### config.mk
export PLATFORM = sky130hd
export DESIGN_NAME = cc_rx_alarm_monitor
export DESIGN_NICKNAME = d
export VERILOG_FILES = /design/src/cc_rx_alarm_pkg.sv /design/src/cc_rx_fifo.sv /design/src/cc_rx_alarm_monitor.sv
export SDC_FILE = /design/constraint.sdc
export NUM_CORES = 1
export LEC_CHECK = 0
export ABC_CLOCK_PERIOD_IN_PS = 7820
export BUFFER_PORTS_ARGS = -buffer_cell sky130_fd_sc_hd__buf_4
export CAP_MARGIN = 0
export CORE_MARGIN = 1.5
export CORE_UTILIZATION = 40
export CTS_CLUSTER_DIAMETER = 200
export DETAILED_ROUTE_END_ITERATION = 6
export SETUP_SLACK_MARGIN = 0.1
export SKIP_CTS_REPAIR_TIMING = 1
export SYNTH_ARGS = -nofsm -noshare
export SYNTH_HDL_FRONTEND = slang
export SYNTH_SLANG_ARGS = --single-unit
export TNS_END_PERCENT = 100
### constraint.sdc
create_clock -name clk -period 7.82 [get_ports clk]
set_clock_uncertainty 0.15 [all_clocks]
set_input_delay 1.173 -clock clk [delete_from_list [all_inputs] [get_ports clk]]
set_output_delay 1.173 -clock clk [all_outputs]
set_load 0.01 [all_outputs]
### src/cc_rx_alarm_pkg.sv
// Constants for the receive clear-channel alarm and status block.
// Assumes a 32-bit APB slave port with byte addresses.
package cc_rx_alarm_pkg;

   // ----------------------------------------------------------------
   // Bus and data widths and buffer depth
   // ----------------------------------------------------------------
   localparam int ADDR_W = 8;
   localparam int BUS_W = 32;
   localparam int REG_W = 16;
   localparam int DATA_W = 8;
   localparam int FIFO_DEPTH = 16;

   // ----------------------------------------------------------------
   // Register byte offsets
   // ----------------------------------------------------------------
   localparam logic [ADDR_W-1:0] RX_CLEAR_CHANNEL_CONTROL = 8'h20;
   localparam logic [ADDR_W-1:0] RX_CLEAR_CHANNEL_LIVE_STATUS = 8'h24;
   localparam logic [ADDR_W-1:0] RX_CLEAR_CHANNEL_LATCHED_STATUS = 8'h28;
   localparam logic [ADDR_W-1:0] RX_CLEAR_CHANNEL_IRQ_ENABLE = 8'h2C;

   // ----------------------------------------------------------------
   // Field positions and reset value
   // ----------------------------------------------------------------
   localparam int MANUAL_ALARM_INSERT_BIT = 12;
   localparam int AUTO_ALARM_DISABLE_BIT = 11;
   localparam int UNFRAMED_ALL_ONES_BIT = 8;
   localparam int SIGNAL_LOSS_BIT = 0;
   localparam logic [REG_W-1:0] REG_RESET = 16'h0000;

endpackage

### src/cc_rx_fifo.sv
// Synchronous FIFO with valid/ready on both sides.
// Assumes one clock; DEPTH must be a power of two.
`timescale 1ns/1ns
module cc_rx_fifo #(
   parameter int WIDTH = 8,
   parameter int DEPTH = 16
) (
   input wire logic clk,
   input wire logic rst,
   input wire logic inValid,
   output logic inReady,
   input wire logic [WIDTH-1:0] inData,
   output logic outValid,
   input wire logic outReady,
   output logic [WIDTH-1:0] outData
);
   localparam int AW = $clog2(DEPTH);
   localparam logic [AW:0] FULL_COUNT = (AW+1)'(DEPTH);

   generate
      if (DEPTH < 2 || (1 << AW) != DEPTH) begin : g_bad_depth
         $error("cc_rx_fifo: DEPTH must be a power of two, at least 2");
      end
   endgenerate

   typedef struct packed {
      logic [AW-1:0] wrPtr;
      logic [AW-1:0] rdPtr;
      logic [AW:0] count;
      logic notFull;
   } fifo_state_t;

   // Empty and ready to take a word as reset lets go
   localparam fifo_state_t RESET_STATE = '{wrPtr: '0, rdPtr: '0, count: '0, notFull: 1'b1};

   fifo_state_t state_q;
   fifo_state_t state_d;
   logic [WIDTH-1:0] mem [DEPTH];
   logic push;
   logic pop;

   assign inReady = state_q.notFull;
   assign outValid = (state_q.count != '0);
   assign outData = mem[state_q.rdPtr];
   assign push = inValid && inReady;
   assign pop = outValid && outReady;

   always_comb begin
      state_d = state_q;
      if (push) begin
         state_d.wrPtr = state_q.wrPtr + 1'b1;
      end
      if (pop) begin
         state_d.rdPtr = state_q.rdPtr + 1'b1;
      end
      if (push && !pop) begin
         state_d.count = state_q.count + 1'b1;
      end else if (pop && !push) begin
         state_d.count = state_q.count - 1'b1;
      end
      // Registered so the line side sees ready straight from a flop
      state_d.notFull = (state_d.count != FULL_COUNT);
   end

   always_ff @(posedge clk or posedge rst) begin
      if (rst) begin
         state_q <= RESET_STATE;
      end else begin
         state_q <= state_d;
      end
   end

   // Storage needs no reset; only occupied words are ever read out
   always_ff @(posedge clk) begin
      if (push) begin
         mem[state_q.wrPtr] <= inData;
      end
   end
endmodule

### src/cc_rx_alarm_monitor.sv
// Receive clear-channel alarm monitor: live status, change flags,
// interrupt enables and downstream all-ones alarm insertion.
// Assumes an APB master on the register port and synchronous pins.
`timescale 1ns/1ns

// Overview of operation
// - Manual control bit forces downstream alarm insertion
// - Signal loss inserts alarm unless auto-disable set
// - All-ones status bit follows detector condition
// - Loss status bit follows the loss input pin
// - All-ones flag latches on any status change
// - Loss flag latches on any status change
// - Enabled all-ones flag raises interrupt request
// - Enabled loss flag raises interrupt request
// - Inserted alarm forces downstream data all ones
module cc_rx_alarm_monitor #(
   parameter int DATA_W = cc_rx_alarm_pkg::DATA_W,
   parameter int FIFO_DEPTH = cc_rx_alarm_pkg::FIFO_DEPTH
) (
   input wire logic clk,
   input wire logic rst,
   input wire logic [cc_rx_alarm_pkg::ADDR_W-1:0] paddr,
   input wire logic psel,
   input wire logic penable,
   input wire logic pwrite,
   input wire logic [cc_rx_alarm_pkg::BUS_W-1:0] pwdata,
   output logic [cc_rx_alarm_pkg::BUS_W-1:0] prdata,
   output logic pready,
   output logic pslverr,
   input wire logic signal_loss_input_pin,
   input wire logic unframedAllOnesIn,
   input wire logic rxValid,
   output logic rxReady,
   input wire logic [DATA_W-1:0] rxData,
   output logic dnValid,
   input wire logic dnReady,
   output logic [DATA_W-1:0] dnData,
   output logic irqReq
);
   import cc_rx_alarm_pkg::*;

   generate
      if (DATA_W < 1 || FIFO_DEPTH < 2) begin : g_bad_param
         $error("cc_rx_alarm_monitor: DATA_W >= 1 and FIFO_DEPTH >= 2 required");
      end
   endgenerate

   // ----------------------------------------------------------------
   // State
   // ----------------------------------------------------------------
   typedef struct packed {
      logic manual_alarm_insert;
      logic auto_alarm_on_signal_loss_disable;
      logic unframed_all_ones_status;
      logic signalLossStatus;
      logic unframed_all_ones_change_flag;
      logic signal_loss_change_flag;
      logic unframed_all_ones_irq_enable;
      logic signal_loss_irq_enable;
      logic [BUS_W-1:0] rdData;
      logic ready;
      logic slvErr;
      logic irq;
      logic outValid;
      logic [DATA_W-1:0] outData;
   } mon_state_t;

   mon_state_t state_q;
   mon_state_t state_d;

   logic fifoValid;
   logic fifoPop;
   logic [DATA_W-1:0] fifoData;
   logic insertAlarm;
   logic access;
   logic wrDone;
   logic [REG_W-1:0] wrBits;

   function automatic logic hits(input logic [ADDR_W-1:0] addr,
                                 input logic [ADDR_W-1:0] offset);
      hits = (addr == offset);
   endfunction

   // Reserved offsets between the registers answer with an error
   function automatic logic mapped(input logic [ADDR_W-1:0] addr);
      mapped = hits(addr, RX_CLEAR_CHANNEL_CONTROL) ||
               hits(addr, RX_CLEAR_CHANNEL_LIVE_STATUS) ||
               hits(addr, RX_CLEAR_CHANNEL_LATCHED_STATUS) ||
               hits(addr, RX_CLEAR_CHANNEL_IRQ_ENABLE);
   endfunction

   // ----------------------------------------------------------------
   // Data path buffer
   // ----------------------------------------------------------------
   // Words wait here while the sink stalls; the alarm stage sits behind it
   cc_rx_fifo #(
      .WIDTH(DATA_W),
      .DEPTH(FIFO_DEPTH)
   ) cc_rx_fifo_i (
      .clk(clk),
      .rst(rst),
      .inValid(rxValid),
      .inReady(rxReady),
      .inData(rxData),
      .outValid(fifoValid),
      .outReady(!state_q.outValid || dnReady),
      .outData(fifoData)
   );

   assign fifoPop = fifoValid && (!state_q.outValid || dnReady);
   assign insertAlarm = state_q.manual_alarm_insert ||
      (state_q.signalLossStatus && !state_q.auto_alarm_on_signal_loss_disable);
   // One wait state: the answer comes in the second access cycle
   assign access = psel && penable;
   assign wrDone = access && state_q.ready && pwrite;
   assign wrBits = pwdata[REG_W-1:0];

   // ----------------------------------------------------------------
   // Next state
   // ----------------------------------------------------------------
   always_comb begin
      state_d = state_q;
      // Live status follows the pins one cycle late
      state_d.unframed_all_ones_status = unframedAllOnesIn;
      state_d.signalLossStatus = signal_loss_input_pin;

      // Software clear first so that a change in the same cycle wins
      if (wrDone && hits(paddr, RX_CLEAR_CHANNEL_LATCHED_STATUS)) begin
         if (wrBits[UNFRAMED_ALL_ONES_BIT]) begin
            state_d.unframed_all_ones_change_flag = 1'b0;
         end
         if (wrBits[SIGNAL_LOSS_BIT]) begin
            state_d.signal_loss_change_flag = 1'b0;
         end
      end
      if (unframedAllOnesIn != state_q.unframed_all_ones_status) begin
         state_d.unframed_all_ones_change_flag = 1'b1;
      end
      if (signal_loss_input_pin != state_q.signalLossStatus) begin
         state_d.signal_loss_change_flag = 1'b1;
      end

      if (wrDone && hits(paddr, RX_CLEAR_CHANNEL_CONTROL)) begin
         state_d.manual_alarm_insert = wrBits[MANUAL_ALARM_INSERT_BIT];
         state_d.auto_alarm_on_signal_loss_disable = wrBits[AUTO_ALARM_DISABLE_BIT];
      end
      if (wrDone && hits(paddr, RX_CLEAR_CHANNEL_IRQ_ENABLE)) begin
         state_d.unframed_all_ones_irq_enable = wrBits[UNFRAMED_ALL_ONES_BIT];
         state_d.signal_loss_irq_enable = wrBits[SIGNAL_LOSS_BIT];
      end

      // Level request; it drops a cycle after its flag or enable clears
      state_d.irq = (state_q.unframed_all_ones_change_flag &&
                     state_q.unframed_all_ones_irq_enable) ||
                    (state_q.signal_loss_change_flag &&
                     state_q.signal_loss_irq_enable);

      // Read data is captured in the wait cycle and shown with pready
      state_d.ready = access && !state_q.ready;
      state_d.slvErr = access && !state_q.ready && !mapped(paddr);
      state_d.rdData = '0;
      if (access && !state_q.ready && !pwrite) begin
         if (hits(paddr, RX_CLEAR_CHANNEL_CONTROL)) begin
            state_d.rdData[MANUAL_ALARM_INSERT_BIT] = state_q.manual_alarm_insert;
            state_d.rdData[AUTO_ALARM_DISABLE_BIT] =
               state_q.auto_alarm_on_signal_loss_disable;
         end else if (hits(paddr, RX_CLEAR_CHANNEL_LIVE_STATUS)) begin
            state_d.rdData[UNFRAMED_ALL_ONES_BIT] = state_q.unframed_all_ones_status;
            state_d.rdData[SIGNAL_LOSS_BIT] = state_q.signalLossStatus;
         end else if (hits(paddr, RX_CLEAR_CHANNEL_LATCHED_STATUS)) begin
            state_d.rdData[UNFRAMED_ALL_ONES_BIT] = state_q.unframed_all_ones_change_flag;
            state_d.rdData[SIGNAL_LOSS_BIT] = state_q.signal_loss_change_flag;
         end else if (hits(paddr, RX_CLEAR_CHANNEL_IRQ_ENABLE)) begin
            state_d.rdData[UNFRAMED_ALL_ONES_BIT] = state_q.unframed_all_ones_irq_enable;
            state_d.rdData[SIGNAL_LOSS_BIT] = state_q.signal_loss_irq_enable;
         end
      end

      // Alarm is applied as a word leaves the buffer; a word already
      // in the output stage goes out unchanged
      if (fifoPop) begin
         state_d.outValid = 1'b1;
         state_d.outData = insertAlarm ? {DATA_W{1'b1}} : fifoData;
      end else if (dnReady) begin
         state_d.outValid = 1'b0;
      end
   end

   // Every field, live status included, clears to zero in reset
   always_ff @(posedge clk or posedge rst) begin
      if (rst) begin
         state_q <= '0;
      end else begin
         state_q <= state_d;
      end
   end

   // ----------------------------------------------------------------
   // Outputs
   // ----------------------------------------------------------------
   assign prdata = state_q.rdData;
   assign pready = state_q.ready;
   assign pslverr = state_q.slvErr;
   assign dnValid = state_q.outValid;
   assign dnData = state_q.outData;
   assign irqReq = state_q.irq;
endmodule

* Word-level counts from Yosys, hierarchy flattened *
Memory sizes are Yosys's and may differ from the RTL's.
Cells that the tools add are included.

word-level totals
  bits in writable memories = 128
  register bits = 38
  ROM bits = 0
  memories = 1
  latch bits = 0
  input port bits = 57
  output and inout port bits = 45

memories
  memory            words  bits a word  read ports  clocked after Yosys merged registers in  wr ports  line              text
  cc_rx_fifo_i.mem  16     8            1           0                                        1         cc_rx_fifo.sv:38  logic [WIDTH-1:0] mem [DEPTH];

operators by class
  shift operators = 0
  mux-type cells = 24
  bitwise operators = 0
  eq/ne operators = 7
  order comparisons = 0
  $mul = 0
  reduce and logical (&&, ||, !) cells = 37
  $add $sub $neg = 4
  divide/modulo/power cells = 0

operators by type and width
  operator             number
  $eq 8x6->1 const B   4
  $mux 1               18
  $logic_and 1x1->1    16
  $mux 5               2
  $reduce_bool 2->1    5
  $add 4x1->4 const B  2
  $mux 8               1
  $logic_not 1->1      7
  $logic_or 1x1->1     6
  $mux 2               3
  $add 5x1->5 const B  1
  $ne 5x5->1 const B   1
  $reduce_bool 5->1    1
  $sub 5x1->5 const B  1
  $reduce_and 2->1     2
  $ne 1x1->1           2

* Logic depth before layout (Yosys ltp) *
  depth in word-level cells = 7
  mapped depth = 8
  gate-level depth less buffers = 7

* Hierarchy *
From an unflattened synthesis, not the netlist that was laid out.

unflattened totals
  cell total of the unflattened synthesis = 386
  area, all modules = 6996.7 um^2

modules (own cells, without submodules)
  module               seq. area each (um^2)  times used  area each (um^2)  cells an instance
  cc_rx_fifo           4195.3                 1           5699.2            269
  cc_rx_alarm_monitor  600.6                  1           1297.5            117

* Worst setup path after synthesis *
Ideal clock, no wire load.

  path type = in2reg
  start = input port rxValid
  end = memory cc_rx_fifo_i.mem[3][0] (enable)
  setup slack = 4.622 ns
  arrival time = 2.664 ns
  required time = 7.287 ns
  stages = 5
  cell sequence = and2_1 > clkbuf_1 > buf_1 > nand2_1 > nor3_1

between the ends
  word-level cells in the longest chain between the ends = 3

RTL lines
  element                       line                       text
  start: declaration            cc_rx_alarm_monitor.sv:32  input wire logic rxValid,
  $logic_and 1x1->1             cc_rx_fifo.sv:45           assign push = inValid && inReady;
  $mux 1                        cc_rx_fifo.sv:75           if (push) begin
  $mux 1 (implied by the code)  cc_rx_fifo.sv:76           mem[state_q.wrPtr] <= inData;
  end: declaration              cc_rx_fifo.sv:38

No other way between the ends.

* Final worst setup path *
  start = input port rxValid
  end = memory cc_rx_fifo_i.mem[2][3] (enable)

The elaborated chain is that of the path after synthesis.

==> reports/metrics.cfg <==
[hold_path]
timing.hold.worst_path_depth=1
min_path_type=flip-flop to flip-flop
hp-start=pready
holdPathEnd=pready

[routing]
drt-vias-per-instance=5.07
ant_nets=0
routed_wirelength_mm=12.6
wl_per_cell_um=18.1
via_total_after_detailed_routing=3531
drc=0
drt-initial-drc-count=188
drt-pass1-iter-count=4

[status]
outcome=completed

[sta]
tightest_pin_transition_ns=1.10
fmaxAchievable_mhz=321
setup_violation_total_in_the_final_timing_report=0
fin_setup_tns_ns=0
finalWorstPathRequiredPeriod_ns=3.12
layout_worst_path_cycle_share=0.398
whs_ns=0.335
rsz0062_at_grt=false
number_of_hold_violations_in_the_final_report=0
timing_max_transition_violations_final=0
timing.slew.headroom=0.268

[logic_synthesis]
synth.area.top_cells=sky130_fd_sc_hd__edfxtp_1 (55%), sky130_fd_sc_hd__dfrtp_1 (13%), sky130_fd_sc_hd__mux4_2 (10%)
async_reset_ff_frac=0.229
synth_enable_flop_cells=128
synth.avg_cell_area_um2=16.7
post_synth_inst_count=421
synth-seq-cells=166
synthDominantCellAreaShare=0.547
synth_top_flop_cell=sky130_fd_sc_hd__edfxtp_1
ys_warn_count=0
syn_area_mm2=0.00702
seq_area_frac_synth=0.683
synth.largest_area_cell=sky130_fd_sc_hd__edfxtp_1
netlist-cell-type-count=47

[clock_network]
deepest_level_of_the_cts_h_tree=4
cts_inserted_buffers=17
root_buffer=sky130_fd_sc_hd__clkbuf_16
max_clock_buf_depth=2
worst_skew_pair.late_latency_ns=0.42
clk_transition_reported_paths_ns=0.06
clock_sinks=166
tritoncts_clock_tree=yes

[worst_setup_path]
critical_r2r_capture=cc_rx_fifo_i.mem[2][3]
critical_path.reg2reg.startpoint=cc_rx_fifo_i.inReady
setup.worst_path.start_class=input pin
worst-endpoint-required_ns=7.81
reg2reg_depth=4
cp.arrival_ns=3.10
reg2reg_setup_slack_ns=5.00
timing.setup.critical_path_class=input pin to flip-flop
cp-end-kind=flip-flop
maximum_fanout_encountered_on_the_critical_timing_path=19

[cells_and_area]
syn2layout_area_growth_pct=13.7
nets=522
drive_gt1_frac=0.263
insertedDiodeCount=0

[placement]
io_buffer_count=45
routabilityCongestion=0.828
dpl.hpwl_mm=8.08

[floorplan]
floorplan.die_area_mm2=0.0184
fp.coreArea_mm2=0.0172
number_of_placement_rows=48
ios=102
start_util=0.407
die_w_um=135
fp.dieH_um=135

[global_routing]
grt_antenna_before_repair=0
grt_use_total=0.148
grt_first_pass_wirelength_mm=19.4
grt_start_max_net_pins=39
global_route.overflow_total=0
grt_pass1_vias=3491

[power_and_ir_drop]
power.internal_uw=1870
p_comb_frac=0.242
max-vdd-ir-drop_mv=0.159
power_density_over_the_cells_mw_per_mm2=332
power.static_leakage_uw=0.00283
clock_power_share=0.305
power.net_switching_uw=780
power.sequential.fraction=0.452
swShare=0.294

[flow_run]
drv_cap=0

## critical path, cell delays in order
cell                      delay [ns]
sky130_fd_sc_hd__buf_4          0.08
sky130_fd_sc_hd__and2_1         0.59
sky130_fd_sc_hd__nand2_1        0.23
sky130_fd_sc_hd__nor3_1         0.74
sky130_fd_sc_hd__buf_4          0.28
## cells by family after synthesis
family | Yosys count | share of synthesized area
AOI/OAI and AO/OA | 36 | 0.0373
xor gates and xnor gates | 12 | 0.0150
adders and majority gates | 8 | 0.0139
buffers and inverters | 70 | 0.0608
DFF | 166 | 0.683
muxes | 55 | 0.137
other | 1 | 0.000534
and+or+nand+nor | 73 | 0.0529
## layout by cell type (no fill, tap or decap), drive strengths merged, types with 2 or more instances in the layout
cell	n
a21o	2
a21oi	4
a22oi	10
and2	2
and3	2
buf	53
bufinv	2
clkbuf	18
clkinv	3
clkinvlp	4
conb	28
dfrtp	37
edfxtp	128
ha	7
inv	13
mux2	6
mux2i	17
mux4	32
nand2	17
nand2b	3
nand3	2
nand4	6
nor2	23
nor3	4
nor4	2
nor4b	4
o21a	8
o21ai	5
or4	2
xnor2	10
xor2	2
## power groups by stage
stage	logic [uW]	registers, uW	clock network (uW)
finish	642	1200	809
detailed placement	652	1220	0
CTS	653	1200	824
global placement	641	1210	0
global route	705	1220	853
floorplan	576	1120	0
## state kept, by name, indices dropped and copies added (netlist names)
register / flops
state_q: 8
dnValid: 1
pready: 1
cc_rx_fifo_i.state_q: 13
pslverr: 1
prdata: 4
cc_rx_fifo_i.mem: 128
cc_rx_fifo_i.inReady: 1
dnData: 8
irqReq: 1
## area by class of cell
cell class                      count  area (um^2)
Fill cell                        1490         9250
Sequential cell                   166         4800
Multi-Input combinational cell    212         1900
Clock buffer                       18          429
Timing Repair Buffer               53          398
Tap cell                          225          282
Clock inverter                     14          146
Inverter                            8         30.0
## through the flow
step | instance area (um^2) | util | setup slack, ns | total power (uW) | cells
2_1_floorplan | 7120 | - | 4.62 | 1700 | 448
3_3_place_gp | 7410 | 0.430 | 4.31 | 1860 | 664
3_5_place_dp | 7410 | 0.430 | 4.29 | 1870 | 664
4_1_cts | 7980 | 0.463 | 4.73 | 2680 | 696
5_1_grt | 7980 | 0.463 | 4.54 | 2770 | 696
6_report | 7980 | 0.463 | 4.70 | 2650 | 696
## synthesized netlist by cell type (all sizes together), types with 2 or more instances
cell    count
nand3       2
mux4       32
a21oi       4
nand2b      3
xor2        2
clkbuf     11
edfxtp    128
and2        2
a22oi      10
inv         8
a21o        2
nor2       23
o21a        8
dfrtp      37
o21ai       5
xnor2      10
mux2i      17
or4         2
mux2        6
nor3        4
ha          7
nor4        2
nand2      17
buf        51
and3        2
nand4       6
nor4b       4
## how the worst max path moves through the flow
stage / slack (ns) / start / end
3_3_place_gp: 4.31 / rxValid / cc_rx_fifo_i.mem[2][2]
5_1_grt: 4.54 / rxValid / cc_rx_fifo_i.mem[2][2]
6_report: 4.70 / rxValid / cc_rx_fifo_i.mem[2][3]
2_1_floorplan: 4.62 / rxValid / cc_rx_fifo_i.mem[3][0]
3_5_place_dp: 4.29 / rxValid / cc_rx_fifo_i.mem[2][2]
4_1_cts: 4.73 / rxValid / cc_rx_fifo_i.mem[2][3]
## layer usage
| layer | part of all wire | global-route usage | up-vias |
|---|---|---|---|
| li1 | - | - | 1618 |
| met1 | 0.43 | 0.197 | 1768 |
| met2 | 0.48 | 0.237 | 130 |
| met3 | 0.067 | 0.0340 | 15 |
| met4 | 0.016 | 0.0562 | 0 |
| met5 | 0 | 0 | - |
(Power assumes the default switching activity.)
